### src/udc_pkg.sv
package udc_pkg;
  // Count source modes
  typedef enum logic [1:0] {
    UDC_MODE_TIMER = 2'h0,
    UDC_MODE_EDGE  = 2'h1,
    UDC_MODE_PH_X2 = 2'h2,
    UDC_MODE_PH_X8 = 2'h3
  } udc_mode_type;

  // Edge selection for up/down count mode
  typedef enum logic [1:0] {
    UDC_EDGE_NONE = 2'h0,
    UDC_EDGE_FALL = 2'h1,
    UDC_EDGE_RISE = 2'h2,
    UDC_EDGE_BOTH = 2'h3
  } udc_edge_type;

  localparam int    UDC_W           = 8;          // Channel width
  localparam int    UDC_CLK_HZ      = 20000000;   // Machine clock rate
  localparam int    UDC_DIV_FAST    = 2;          // Timer rate divide by 2
  localparam int    UDC_DIV_SLOW    = 8;          // Timer rate divide by 8
  localparam logic [2:0] UDC_PRESC_RST = 3'h0;    // Prescaler reset value
  localparam logic [7:0] UDC_CNT_RST   = 8'h00;   // Counter reset value
  localparam logic [7:0] UDC_CNT_MAX   = 8'hFF;   // Top count of a channel
endpackage

### src/udc_counter.sv
module udc_counter
  import udc_pkg::*;
(
  input  wire logic                  clock,
  input  wire logic                  reset,
  input  wire logic [1:0]            enable,
  input  wire logic                  cascade,
  input  wire udc_pkg::udc_mode_type mode0,
  input  wire udc_pkg::udc_mode_type mode1,
  input  wire udc_pkg::udc_edge_type edge0,
  input  wire udc_pkg::udc_edge_type edge1,
  input  wire logic [1:0]            rate_slow,
  input  wire logic [1:0]            index_gate,
  input  wire logic [1:0]            cmp_clear_en,
  input  wire logic [1:0]            reload_en,
  input  wire logic [1:0]            cmp_irq_en,
  input  wire logic [1:0]            reload_irq_en,
  input  wire logic [1:0]            ovf_irq_en,
  input  wire logic [1:0]            dir_irq_en,
  input  wire logic [7:0]            compare0,
  input  wire logic [7:0]            compare1,
  input  wire logic [1:0]            flag_clear,
  input  wire logic [1:0]            phase_a_pin,
  input  wire logic [1:0]            phase_b_pin,
  input  wire logic [1:0]            index_input_pin,
  output logic [7:0]                 count0,
  output logic [7:0]                 count1,
  output logic [1:0]                 cmp_flag,
  output logic [1:0]                 udf_flag,
  output logic [1:0]                 ovf_flag,
  output logic [1:0]                 dir_up_flag,
  output logic [1:0]                 dir_chg_flag,
  output logic [1:0]                 irq
);
  // Whole block state
  typedef struct packed {
    logic [2:0]  presc;
    logic [15:0] cnt;
    logic [1:0]  idx;
    logic [1:0]  cmpf;
    logic [1:0]  udff;
    logic [1:0]  ovff;
    logic [1:0]  dirf;
    logic [1:0]  dchf;
    logic [1:0]  irq;
  } udc_state_type;

  udc_state_type st_r;
  udc_state_type st_nxt;
  logic [1:0]    step;      // Raw count pulse per channel
  logic [1:0]    up;        // Raw direction per channel
  logic          tick_fast; // Div by 2 enable
  logic          tick_slow; // Div by 8 enable

  // Divided timer enables from one prescaler
  assign tick_fast = (st_r.presc[0] == 1'(UDC_DIV_FAST - 1));
  assign tick_slow = (st_r.presc == 3'(UDC_DIV_SLOW - 1));

  udc_pulse_gen u_pg0 (
    .clock     (clock),
    .reset     (reset),
    .mode      (mode0),
    .edge_sel  (edge0),
    .tick_fast (tick_fast),
    .tick_slow (tick_slow),
    .rate_slow (rate_slow[0]),
    .ain       (phase_a_pin[0]),
    .bin       (phase_b_pin[0]),
    .step      (step[0]),
    .up        (up[0])
  );

  udc_pulse_gen u_pg1 (
    .clock     (clock),
    .reset     (reset),
    .mode      (mode1),
    .edge_sel  (edge1),
    .tick_fast (tick_fast),
    .tick_slow (tick_slow),
    .rate_slow (rate_slow[1]),
    .ain       (phase_a_pin[1]),
    .bin       (phase_b_pin[1]),
    .step      (step[1]),
    .up        (up[1])
  );

  // Step one channel; returns {udf, ovf, cmp, value}
  function automatic logic [18:0] step_cnt(input logic [15:0] v, input logic [15:0] top,
                                           input logic [15:0] cmp, input logic dn,
                                           input logic clr, input logic rld);
    logic [15:0] n;
    logic        u;
    logic        o;
    logic        c;
    n = v;
    u = 1'b0;
    o = 1'b0;
    c = 1'b0;
    if (dn) begin
      if (v == 16'h0000) begin
        u = 1'b1;
        n = rld ? cmp : top;
      end else begin
        n = v - 16'h0001;
      end
    end else begin
      if (v == top) begin
        o = 1'b1;
        n = 16'h0000;
      end else begin
        n = v + 16'h0001;
      end
    end
    if (!u && (n == cmp)) begin
      c = 1'b1;
      if (clr) begin
        n = 16'h0000;
      end
    end
    return {u, o, c, n};
  endfunction

  // Next-state logic
  always_comb begin
    logic [1:0]  go;
    logic [1:0]  zclr;
    logic [18:0] r0;
    logic [18:0] r1;
    logic [1:0]  ev_c;
    logic [1:0]  ev_u;
    logic [1:0]  ev_o;
    logic [1:0]  ev_d;
    go     = '0;
    zclr   = '0;
    r0     = '0;
    r1     = '0;
    ev_c   = '0;
    ev_u   = '0;
    ev_o   = '0;
    ev_d   = '0;
    st_nxt = st_r;
    st_nxt.presc = st_r.presc + 3'h1;
    st_nxt.idx   = index_input_pin;
    for (int i = 0; i < 2; i++) begin
      // Index pin gates by level or clears on rising edge
      go[i]   = enable[i] & step[i] & (~index_gate[i] | index_input_pin[i]);
      zclr[i] = ~index_gate[i] & index_input_pin[i] & ~st_r.idx[i];
    end
    if (cascade) begin
      // Channel 0 source drives the joined 16-bit count
      r0 = step_cnt(st_r.cnt, 16'hFFFF, {compare1, compare0}, ~up[0],
                    cmp_clear_en[0], reload_en[0]);
      if (zclr[0]) begin
        st_nxt.cnt = 16'h0000;
      end else if (go[0]) begin
        st_nxt.cnt = r0[15:0];
        {ev_u[0], ev_o[0], ev_c[0]} = r0[18:16];
        ev_d[0] = (up[0] != st_r.dirf[0]);
        st_nxt.dirf[0] = up[0];
      end
    end else begin
      r0 = step_cnt({8'h00, st_r.cnt[7:0]}, {8'h00, UDC_CNT_MAX}, {8'h00, compare0},
                    ~up[0], cmp_clear_en[0], reload_en[0]);
      r1 = step_cnt({8'h00, st_r.cnt[15:8]}, {8'h00, UDC_CNT_MAX}, {8'h00, compare1},
                    ~up[1], cmp_clear_en[1], reload_en[1]);
      // Independent 8-bit channels
      if (zclr[0]) begin
        st_nxt.cnt[7:0] = UDC_CNT_RST;
      end else if (go[0]) begin
        st_nxt.cnt[7:0] = r0[7:0];
        {ev_u[0], ev_o[0], ev_c[0]} = r0[18:16];
        ev_d[0] = (up[0] != st_r.dirf[0]);
        st_nxt.dirf[0] = up[0];
      end
      if (zclr[1]) begin
        st_nxt.cnt[15:8] = UDC_CNT_RST;
      end else if (go[1]) begin
        st_nxt.cnt[15:8] = r1[7:0];
        {ev_u[1], ev_o[1], ev_c[1]} = r1[18:16];
        ev_d[1] = (up[1] != st_r.dirf[1]);
        st_nxt.dirf[1] = up[1];
      end
    end
    // Sticky flags; a new event beats a clear in the same cycle
    st_nxt.cmpf = (st_r.cmpf & ~flag_clear) | ev_c;
    st_nxt.udff = (st_r.udff & ~flag_clear) | ev_u;
    st_nxt.ovff = (st_r.ovff & ~flag_clear) | ev_o;
    st_nxt.dchf = (st_r.dchf & ~flag_clear) | ev_d;
    // Separately enabled interrupt sources
    st_nxt.irq = (st_nxt.cmpf & cmp_irq_en) | (st_nxt.udff & reload_irq_en & reload_en)
               | (st_nxt.ovff & ovf_irq_en) | (st_nxt.dchf & dir_irq_en);
  end

  // State register
  always_ff @(posedge clock) begin
    if (reset) begin
      // Index level tracked in reset, so a high pin is no clear edge after release
      st_r <= '{presc: UDC_PRESC_RST, cnt: 16'h0000, idx: index_input_pin, dirf: 2'h3,
                default: '0};
    end else begin
      st_r <= st_nxt;
    end
  end

  // Outputs straight from flip-flops
  assign count0       = st_r.cnt[7:0];
  assign count1       = st_r.cnt[15:8];
  assign cmp_flag     = st_r.cmpf;
  assign udf_flag     = st_r.udff;
  assign ovf_flag     = st_r.ovff;
  assign dir_up_flag  = st_r.dirf;
  assign dir_chg_flag = st_r.dchf;
  assign irq          = st_r.irq;
endmodule

### src/udc_pulse_gen.sv
// Per-channel count pulse and direction generator
module udc_pulse_gen
  import udc_pkg::*;
(
  input  wire logic              clock,
  input  wire logic              reset,
  input  wire udc_pkg::udc_mode_type mode,
  input  wire udc_pkg::udc_edge_type edge_sel,
  input  wire logic              tick_fast,
  input  wire logic              tick_slow,
  input  wire logic              rate_slow,
  input  wire logic              ain,
  input  wire logic              bin,
  output logic                   step,
  output logic                   up
);
  // Previous pin levels for edge detection
  typedef struct packed {
    logic a;
    logic b;
  } udc_pg_state_type;

  udc_pg_state_type st_r;
  udc_pg_state_type st_nxt;
  logic             a_rise;
  logic             a_fall;
  logic             b_rise;
  logic             b_fall;

  // Edge detect and step decode
  always_comb begin
    st_nxt = '{a: ain, b: bin};
    a_rise = ain & ~st_r.a;
    a_fall = ~ain & st_r.a;
    b_rise = bin & ~st_r.b;
    b_fall = ~bin & st_r.b;
    step   = 1'b0;
    up     = 1'b1;
    // One of four count sources per channel
    case (mode)
      UDC_MODE_TIMER: begin
        step = rate_slow ? tick_slow : tick_fast;
      end
      UDC_MODE_EDGE: begin
        // A edges count up, B edges count down
        case (edge_sel)
          UDC_EDGE_FALL: begin
            step = a_fall | b_fall;
            up   = a_fall;
          end
          UDC_EDGE_RISE: begin
            step = a_rise | b_rise;
            up   = a_rise;
          end
          UDC_EDGE_BOTH: begin
            step = a_rise | a_fall | b_rise | b_fall;
            up   = a_rise | a_fall;
          end
          default: begin
            step = 1'b0;
          end
        endcase
      end
      UDC_MODE_PH_X2: begin
        // Count on A edges, B level gives direction
        step = a_rise | a_fall;
        up   = a_rise ? ~bin : bin;
      end
      UDC_MODE_PH_X8: begin
        // Count every edge of both phases
        step = a_rise | a_fall | b_rise | b_fall;
        up   = (a_rise | a_fall) ? (ain ^ bin) : ~(ain ^ bin);
      end
      default: begin
        step = 1'b0;
      end
    endcase
  end

  // State register
  always_ff @(posedge clock) begin
    if (reset) begin
      // Track the pins in reset, so a pin left high gives no false edge
      st_r <= '{a: ain, b: bin};
    end else begin
      st_r <= st_nxt;
    end
  end
endmodule

### config.mk
export PLATFORM = sky130hd
export DESIGN_NAME = udc_counter
export DESIGN_NICKNAME = d
export VERILOG_FILES = /design/src/udc_pkg.sv /design/src/udc_counter.sv /design/src/udc_pulse_gen.sv
export SDC_FILE = /design/constraint.sdc
export NUM_CORES = 1
export LEC_CHECK = 0
export BUFFER_PORTS_ARGS = -buffer_cell sky130_fd_sc_hd__buf_2
export CAP_MARGIN = 0
export CORE_MARGIN = 2
export CORE_UTILIZATION = 59
export CTS_CLUSTER_DIAMETER = 40
export DETAILED_ROUTE_END_ITERATION = 12
export PLACE_DENSITY = 0.87
export SLEW_MARGIN = 20
export SYNTH_ARGS = -nofsm -noshare
export SYNTH_HDL_FRONTEND = slang
export SYNTH_SLANG_ARGS = --single-unit
export TNS_END_PERCENT = 100
### constraint.sdc
create_clock -name clock -period 4.7 [get_ports clock]
set_input_delay 0 -clock clock [delete_from_list [all_inputs] [get_ports clock]]
set_output_delay 0 -clock clock [all_outputs]
set_load 0.03 [all_outputs]
* Word level (Yosys, flattened, before mapping)
Cells that the tools add are included.
** Storage, ports and cells
- Register bits :: 37
- Bits of input ports :: 53
- Output and inout port bits :: 28
** Operators by class
- Add/sub/neg operators :: 7
- Equal/unequal tests :: 22
- Muxes and demuxes :: 91
- Bitwise logic cells :: 63
- Reductions and logical operators :: 15
** Operator list (count)
- 16-bit two-way mux :: 16
- 8-bit two-way mux :: 10
- 1-bit two-way mux :: 55
- 16-bit by 8-bit == test with 1-bit output :: 2
- 8-bit by 1-bit adder with 9-bit output (second input constant) :: 2
- 2-bit bitwise AND :: 9
- 9-bit two-way mux :: 2
- 1-bit case mux with 3 select lines :: 6
- 8-bit by 1-bit subtractor with 9-bit output (second input constant) :: 2
- 16-bit by 1-bit adder with 16-bit output (second input constant) :: 1
- 1-bit bitwise AND :: 16
- 16-bit == test :: 1
- 16-bit == test (second input constant) :: 1
- 2-bit == test (second input constant) :: 8
- 8-bit == test (second input constant) :: 2
- 16-bit logical NOT :: 1
- 8-bit logical NOT :: 2
- 1-bit NOT :: 16
- 16-bit by 1-bit subtractor with 16-bit output (second input constant) :: 1
- 2-bit bitwise OR :: 7
- 1-bit bitwise OR :: 12
- 2-bit by 1-bit == test with 1-bit output (second input constant) :: 4
- 1-bit case mux with 4 select lines :: 2
- 2-bit logical NOT :: 2
- other kinds (12) :: 18

* Depth between registers and ports, before layout
Gate-level depths: netlist of the first run.
- Word-level depth :: 18
- Gate-level depth with buffers :: 14

* Hierarchy
From an unflattened synthesis of the first run, not the netlist that was laid out.
** Unflattened totals
- Cells, all modules :: 743
- Area, all modules :: 5087.4 um2
** Modules (own cells, without submodules)
- udc_counter :: instances 1, cells an instance 689, area an instance 4659.5 um2, seq. area each 660.6 um2
- udc_pulse_gen :: instances 2, cells an instance 27, area an instance 214.0 um2, seq. area each 40.0 um2

* Worst setup path before layout of the first run
No wires, ideal clock.
- Path kind :: flip-flop to flip-flop
- Start :: register st_r, in the netlist count0[0]
- End :: register st_r, in the netlist count1[1]
- Library setup time :: 136 ps
- Arrival time :: 3313 ps
- Data required time :: 4564 ps
- Slack :: 1251 ps
- Cell stages (with the launch flop) :: 14
- Period minus slack after synthesis :: 3449 ps
- Path through :: dfxtp_1 clkbuf_1 inv_1 ha_1 or4b_2 nor4_4 buf_4 nor3_1 o32a_1 nor3_1 nand3_1 o41ai_2 buf_4 o221ai_1
** On the way
- Longest elaborated chain between the ends :: 10
- Elaborated cells on any way between the ends :: 19
** Ends and longest elaborated chain
- start, declared :: line udc_counter.sv:48 : udc_state_type st_r;
- start signal, assigned :: line udc_counter.sv:198 : st_r <= '{presc: UDC_PRESC_RST, cnt: 16'h0000, idx: index_input_pin, dirf: 2'h3,
- start signal, assigned :: line udc_counter.sv:201 : st_r <= st_nxt;
- 16-bit by 1-bit subtractor with 16-bit output (tied with other cells) :: line udc_counter.sv:104 : n = v - 16'h0001;
- 16-bit two-way mux (tied with other cells) :: line udc_counter.sv:100 : if (v == 16'h0000) begin
- 16-bit two-way mux / 1-bit two-way mux (equally long branches) :: line udc_counter.sv:99 : if (dn) begin
- 16-bit two-way mux / 1-bit two-way mux (equally long branches) :: line udc_counter.sv:149 : if (cascade) begin
- 16-bit == test / 1-bit logical NOT (equally long branches) :: line udc_counter.sv:114 : if (!u && (n == cmp)) begin
- 1-bit logical AND :: line udc_counter.sv:114
- 16-bit two-way mux * :: line udc_counter.sv:114
- 16-bit two-way mux * :: line udc_counter.sv:155 : end else if (go[0]) begin
- 16-bit two-way mux * :: line udc_counter.sv:153 : if (zclr[0]) begin
- 16-bit two-way mux * :: line udc_counter.sv:149
Every way passes the cells marked *; elsewhere a longest branch is shown, timed or not. The select of a mux whose other input is x is not followed.
A chain may end at the register's enable or synchronous reset.

* Final worst setup path of the first run
- Start :: input port phase_a_pin[1]
- End :: register st_r, in the netlist irq[1]
** On the way
- Longest elaborated chain between the ends :: 18
- Elaborated cells on any way between the ends :: 52
** Ends and longest elaborated chain
- start, declared :: line udc_counter.sv:23 : input wire logic [1:0] phase_a_pin,
- 1-bit NOT :: line udc_pulse_gen.sv:34 : a_fall = ~ain & st_r.a;
- 1-bit bitwise AND :: line udc_pulse_gen.sv:34
- 1-bit bitwise OR
- 1-bit case mux with 3 select lines (tied with other cells) :: line udc_pulse_gen.sv:46 : case (edge_sel)
- 1-bit case mux with 3 select lines / 1-bit bitwise OR (equally long branches) :: line udc_pulse_gen.sv:40, udc_pulse_gen.sv:56, udc_pulse_gen.sv:71
- 16-bit two-way mux (tied with other cells) :: line udc_counter.sv:99
- 16-bit two-way mux (tied with other cells) :: line udc_counter.sv:149
- 16-bit by 8-bit == test with 1-bit output (tied with other cells) :: line udc_counter.sv:114
- [2 not listed]
- 1-bit two-way mux (on tied branches) :: line udc_counter.sv:177, udc_counter.sv:175
- 1-bit two-way mux (on tied branches) :: line udc_counter.sv:175, udc_counter.sv:149
- 1-bit two-way mux / 2-bit bitwise OR (equally long branches) :: line udc_counter.sv:149, udc_counter.sv:186
- 2-bit bitwise OR / 2-bit bitwise AND (equally long branches) :: line udc_counter.sv:185, udc_counter.sv:190
- 2-bit bitwise AND :: line udc_counter.sv:190 : st_nxt.irq = (st_nxt.cmpf & cmp_irq_en) | (st_nxt.udff & reload_irq_en & reload_en)
- 2-bit bitwise OR :: line udc_counter.sv:190
- 2-bit bitwise OR :: line udc_counter.sv:191 : | (st_nxt.ovff & ovf_irq_en) | (st_nxt.dchf & dir_irq_en);
- 2-bit bitwise OR * :: line udc_counter.sv:191
Marks and branches as above.

==> impl_metrics.toml, run 1 <==
[grt]
antenna_found_initial = 0
grt_pass1_vias = 5975
use_met1 = 0.509
met3_usage = 0.0624
grtUsageTotal = 0.396
grt_max_degree = 44
grt_overflow_total = 0
grt_busiest_layer = "met2"
met2_usage = 0.653
grt_pass1_wl_mm = 31.1

[yosys]
yosysTopAreaCell = "dfxtp_1"
ys_warn_count = 0
synthArstFlopShare = 0
avgSynthCellArea_um2 = 6.87
synth_ff_type = "dfxtp_1"
syn_nets = 835
synth_area_leaders = "dfxtp_1 (14%), o21ai_0 (4.5%), buf_4 (4.3%), nor2_1 (4.3%), a21oi_1 (3.9%)"
syn_inst = 771
ys_ff_latch = 37
ys_seq_area_frac = 0.140
synth_edf_count = 0
yosysTopAreaCellShare = 0.140
synth.cell_area_um2 = 5300
ys_types = 78

[clock_network]
cts.sinks = 37
tritoncts = "built"
path_clk_slew_ns = 0.08
h-tree-depth = 2
insertion_delay_ns = 0.32
cts_buffers = 5
root_buffer = "clkbuf_8"
clockBufferDepth = 2
cts_setup_buffers = 0

[timing]
rsz0062_at_grt = "no"
hold_violations = 0
setup_viol = 0
worst_slew_pin_slew_ns = 1.08
fin_ws_ns = 0.362
slew_headroom = 0.273
fin_crit_ns = 4.34
finalSetupTns_ns = 0
post-route-period-util = 0.923
clock_skew_ns = 0.0141
fmax_ghz = 0.231
drv_slew = 0

[critical_path]
crit_path_end_kind = "flop"
crit_type = "input pin to flop"
cpMaxStageDelayCell = "a22o_1"
cp.required_ns = 4.95
slowest_delay_ns = 0.70
startpoint_type = "input pin"
crit_family = "compound AO/OA/AOI/OAI gates"
path_buf_inv = 4
ff2ff_setup_slack_ns = 0.40
reg2reg_from = "count1[1]"
critPathLaunch = "phase_a_pin[1]"
worstPathMaxFanout = 21
crit_path_cell_trace = "dlygate4sd3_1, buf_2, inv_1, ha_1, xor3_1, mux2i_1, a22o_1, mux2i_1, xnor2_1, a211o_1, nor4_1, o21ai_0, a31oi_1, dlygate4sd3_1"
arrival_ns = 4.59

[power]
power_density_nw_per_um2 = 305
cell_internal_pwr_w = 0.000932
leakagePower_nw = 2.31
ir_drop_v = 0.000178
switchingPower_w = 0.000842
swShare = 0.475
power_frac_comb = 0.591
p_clk_frac = 0.207
seq_power_share = 0.202

[routing]
wl_per_cell_um = 21.7
drc_errors = 0
wl_mm = 19.9
via_per_inst = 7.09
vias = 6485
drtPass1Iterations = 6
drt-initial-drc-count = 751
drtAntennaViolNets = 0

[placement]
place.gp.congestion = 1.02
io_buffers = 80
place_worst_setup_slack_ns = 0.818
dp_hpwl_mm = 14.9

[hold_path]
hp-class = "input pin to flop"
hp-start = "cmp_irq_en[0]"

[finish]
syn_to_final_growth_pct = 9.83
post_route_cells_drive_above_1_share = 0.175
fin_nets = 870
antenna_cells = 0

[floorplanning]
die_x_um = 98.8
fp.coreArea_um2 = 8720
die_area_um2 = 9750
rows = 34
die_h_um = 98.8
floorplan.initialDensity = 0.607
ios = 81

[outcome]
outcome = "finished, final reports clean"

[run]
cap_violations = 0
## what timing repair did
action	4_1_cts	5_1_grt
hold buffers	8	0
hold endpoints to repair	7	0
resized for setup	0	0
## final timing paths
check / to / cells after the start
worst min-delay path: irq[0] / 3
worst max register to register: irq[1] / 13
worst min register to register: st_r[30] / 1
worst max-delay path: irq[1] / 14
## logic make-up (layout without fill, tap and decap cells)
kind of cell / after synthesis / count (layout) / synth area share
and+or+nand+nor: 303 / 303 / 0.306
AOI/OAI and AO/OA: 250 / 250 / 0.331
buffers and inverters: 123 / 159 / 0.111
DFF: 37 / 37 / 0.140
xor gates and xnor gates: 36 / 36 / 0.0652
adders and majority gates: 11 / 11 / 0.0260
muxes: 11 / 11 / 0.0210
## sequential cells by signal, summed over array words and instances (netlist names)
name          count
cmp_flag          2
irq               2
u_pg1.st_r        2
count1            8
dir_chg_flag      2
u_pg0.st_r        2
udf_flag          2
ovf_flag          2
st_r              5
dir_up_flag       2
count0            8
## layer usage
| metal | vias up | wire, µm |
|---|---|---|
| met5 | - | 0 |
| met4 | 0 | 1070 |
| met3 | 101 | 2330 |
| met2 | 470 | 9010 |
| met1 | 2980 | 7450 |
| li1 | 2934 | - |
## worst register-to-register path: stages (launching register included)
cell           delay, ns
dfxtp_1             0.59
inv_1               0.17
ha_1                0.32
buf_4               0.21
nand2b_1            0.10
or3_1               0.38
o22ai_1             0.15
a221o_1             0.37
a211oi_1            0.29
nand4b_1            0.20
nor4_1              0.53
o21ai_0             0.16
a31oi_1             0.20
dlygate4sd3_1       0.57
## Yosys cell counts, types with 4 or more instances
cell        n
or3_1      14
or2_2       7
nor2_1     60
mux2i_1    10
o2111ai_1   7
nor3_1     30
o311a_1     4
o31ai_1     8
a22o_1      4
o311ai_0    4
o22a_1      4
o22ai_1    11
buf_2       7
xor2_1     13
o21a_1      9
a31oi_1    13
and2_1      5
o211ai_1   12
dfxtp_1    37
o21ai_1     7
o221ai_1   10
nor4_1     18
buf_4      30
nor3b_1     6
o21ai_0    48
clkbuf_1   44
o32ai_1     6
ha_1       11
inv_1      35
nand4_1     9
buf_1       6
nand2b_1   19
xnor2_1    21
a211oi_1    9
a211o_1     4
and3_1      9
a21oi_1    41
nor2b_1    18
nand2_1    49
a32oi_1    12
nand3_1    35
## final cells by class
| class | instances | area (µm²) |
|---|---|---|
| Timing Repair Buffer | 116 | 703 |
| Sequential cell | 37 | 741 |
| Inverter | 35 | 131 |
| Tap cell | 108 | 135 |
| Clock inverter | 3 | 68.8 |
| Clock buffer | 5 | 68.8 |
| Multi-Input combinational cell | 611 | 3970 |
| Fill cell | 786 | 2900 |
## per-stage QoR
stage	instance area [µm²]	std cells	utilization	hold slack (ns)	power [W]
after floorplan	5300	771	-	0.0277	0.00109
final	5820	915	0.667	0.00112	0.00177
after detailed placement	5600	899	0.642	0.135	0.00136
after global routing	5820	915	0.667	0.0294	0.00186
after CTS	5820	915	0.667	0.00603	0.00173
after global placement	5600	899	0.642	0.128	0.00134
## power by group through the flow
| stage | Sequential, W | Clock (W) | Combinational [W] |
|---|---|---|---|
| detailed placement | 0.000364 | 0 | 0.000997 |
| global placement | 0.000362 | 0 | 0.000981 |
| CTS | 0.000357 | 0.000366 | 0.00101 |
| finish | 0.000358 | 0.000367 | 0.00105 |
| global route | 0.000361 | 0.000379 | 0.00112 |
| floorplan | 0.000347 | 0 | 0.000745 |
## layout by cell type, fill, tap and decap left out, drive strengths merged, types with 10 or more instances in the layout
| master | count |
|---|---|
| mux2i | 10 |
| nand2 | 50 |
| or3 | 14 |
| nor2b | 18 |
| a31oi | 13 |
| o211ai | 12 |
| inv | 36 |
| nand3 | 35 |
| nor4 | 19 |
| a32oi | 12 |
| a21oi | 41 |
| nor2 | 61 |
| o22ai | 11 |
| ha | 11 |
| o221ai | 10 |
| xnor2 | 21 |
| xor2 | 13 |
| nor3 | 30 |
| o21ai | 55 |
| nand2b | 19 |
| dfxtp | 37 |
| buf | 108 |
Note: power is estimated with default switching activity, not from simulation.
==> run 2, diff against run 1 <==
--- a/config.mk
+++ b/config.mk
@@ -9,8 +9,10 @@
 export CAP_MARGIN = 0
 export CORE_MARGIN = 2
 export CORE_UTILIZATION = 59
+export CTS_BUF_LIST = sky130_fd_sc_hd__clkbuf_16
 export CTS_CLUSTER_DIAMETER = 40
 export DETAILED_ROUTE_END_ITERATION = 12
+export HOLD_SLACK_MARGIN = 0.12
 export PLACE_DENSITY = 0.87
 export SLEW_MARGIN = 20
 export SYNTH_ARGS = -nofsm -noshare
==> impl_metrics.toml, run 2 (same netlist as run 1, synthesis figures left out) <==
[outcome]
outcome = "finished, final reports clean"

[timing]
drv_slew = 0
hold_violations = 0
rsz0062_at_grt = "no"
clock_skew_ns = 0.0114
post-route-period-util = 0.955
slew_headroom = 0.290
finalSetupTns_ns = 0
worst_slew_pin_slew_ns = 1.06
setup_viol = 0
fin_crit_ns = 4.49
fmax_ghz = 0.223

[grt]
grt_pass1_vias = 6009
grt_overflow_total = 0
grt_pass1_wl_mm = 31.5
grt_max_degree = 44
grtUsageTotal = 0.401
antenna_found_initial = 0

[clock_network]
post_cts_resized = 0
cts.sinks = 37
tritoncts = "built"
root_buffer = "clkbuf_16"
h-tree-depth = 2
ctsHoldBuffers = 15
cts_setup_buffers = 0
clockBufferDepth = 2
cts_buffers = 5
path_clk_slew_ns = 0.07
insertion_delay_ns = 0.29

[finish]
fin_nets = 877
multiInputGateArea_um2 = 3970
n_fill_cell = 767
layout_common_cells = "buf_2 (80), nor2_1 (60), nand2_1 (49), o21ai_0 (47), a21oi_1 (41)"
regArea_um2 = 741
final_common_cell = "buf_2"
post_route_cells_drive_above_1_share = 0.173
post-route-util = 0.682
antenna_cells = 0
syn_to_final_growth_pct = 12.2
finalNonFillerCells = 922

[floorplanning]
die_h_um = 98.8
floorplan.initialDensity = 0.607
die_x_um = 98.8
rows = 34
fp.coreArea_um2 = 8720
die_area_um2 = 9750
ios = 81

[critical_path]
arrival_ns = 4.72
crit_type = "input pin to flop"
crit_path_cell_trace = "dlygate4sd3_1, buf_2, inv_1, ha_1, xor3_1, mux2i_1, a22o_1, mux2i_1, xnor2_1, a211o_1, nor4_1, o21ai_0, a31oi_1, dlygate4sd3_1"
crit_path_end_kind = "flop"
startpoint_type = "input pin"
cpMaxStageDelayCell = "a22o_1"
slowest_delay_ns = 0.70
cp.required_ns = 4.93
crit_family = "compound AO/OA/AOI/OAI gates"
worstPathMaxFanout = 21
path_buf_inv = 4

[placement]
dp.cells = 899
place.gp.congestion = 1.02
dp_hpwl_mm = 14.9
io_buffers = 80

[power]
power_density_nw_per_um2 = 317
ir_drop_v = 0.000183
leakagePower_nw = 2.37

[routing]
via_per_inst = 7.09
drtAntennaViolNets = 0
vias = 6540
wl_mm = 20.2
drc_errors = 0
wl_per_cell_um = 21.9
drt-initial-drc-count = 818
drtPass1Iterations = 5

[run]
cap_violations = 0

[hold_path]
hp-class = "input pin to flop"
-- run 2: cell count changes in the layout (fill, tap and decap cells not counted) --
cell,previous run,this run
dlygate4sd3_1,8,15
clkbuf_8,5,0
clkbuf_16,0,5
-- run 2: area by class of cell --
type | count | share of cell area
multi-input combinational | 611 | 0.668
clock buffer | 5 | 0.0210
sequential | 37 | 0.125
tap | 108 | 0.0227
clock inverter | 3 | 0.0116
timing repair buffer | 123 | 0.130
inverter | 35 | 0.0221
-- run 2: worst register-to-register path: stages, from the launching register on --
cell and delay, ns:
dfxtp_1 0.43, inv_1 0.18, ha_1 0.33, or4b_4 0.56
nor2_1 0.36, xnor2_1 0.12, a221o_1 0.30, a211oi_1 0.29
nand4b_1 0.21, nor4_1 0.58, o21ai_0 0.19, a31oi_1 0.23
dlygate4sd3_1 0.58
-- run 2: per-layer routing --
layer	track usage	up-vias	share of wire
met5	0	-	0
met4	0.162	0	0.051
met3	0.0596	98	0.12
met2	0.674	500	0.46
met1	0.514	2993	0.37
li1	-	2949	-
-- run 2: through the flow --
| stage | instance area [µm²] | hold slack, ns | power [W] | setup WS [ns] |
|---|---|---|---|---|
| after global routing | 5940 | 0.175 | 0.00197 | 0.0859 |
| after CTS | 5940 | 0.152 | 0.00184 | 0.438 |
| after floorplan | 5300 | 0.0277 | 0.00109 | 1.25 |
| after detailed placement | 5600 | 0.135 | 0.00136 | 0.818 |
| final | 5940 | 0.155 | 0.00188 | 0.214 |
| after global placement | 5600 | 0.128 | 0.00134 | 0.880 |
-- run 2: power by group --
| part | leakage (nW) | internal [W] | total (W) | switching (W) |
|---|---|---|---|---|
| Sequential | 0.302 | 0.000330 | 0.000359 | 0.0000291 |
| Clock | 0.0944 | 0.000307 | 0.000471 | 0.000164 |
| Combinational | 1.97 | 0.000391 | 0.00105 | 0.000661 |
-- run 2: worst paths after layout --
check / startpoint / to / slack, ns / cells after the start
max: phase_a_pin[1] / irq[1] / 0.21 / 14
min: cmp_clear_en[0] / count1[3] / 0.15 / 4
max reg2reg: count1[1] / irq[1] / 0.28 / 12
min reg2reg: st_r[30] / st_r[30] / 0.47 / 1
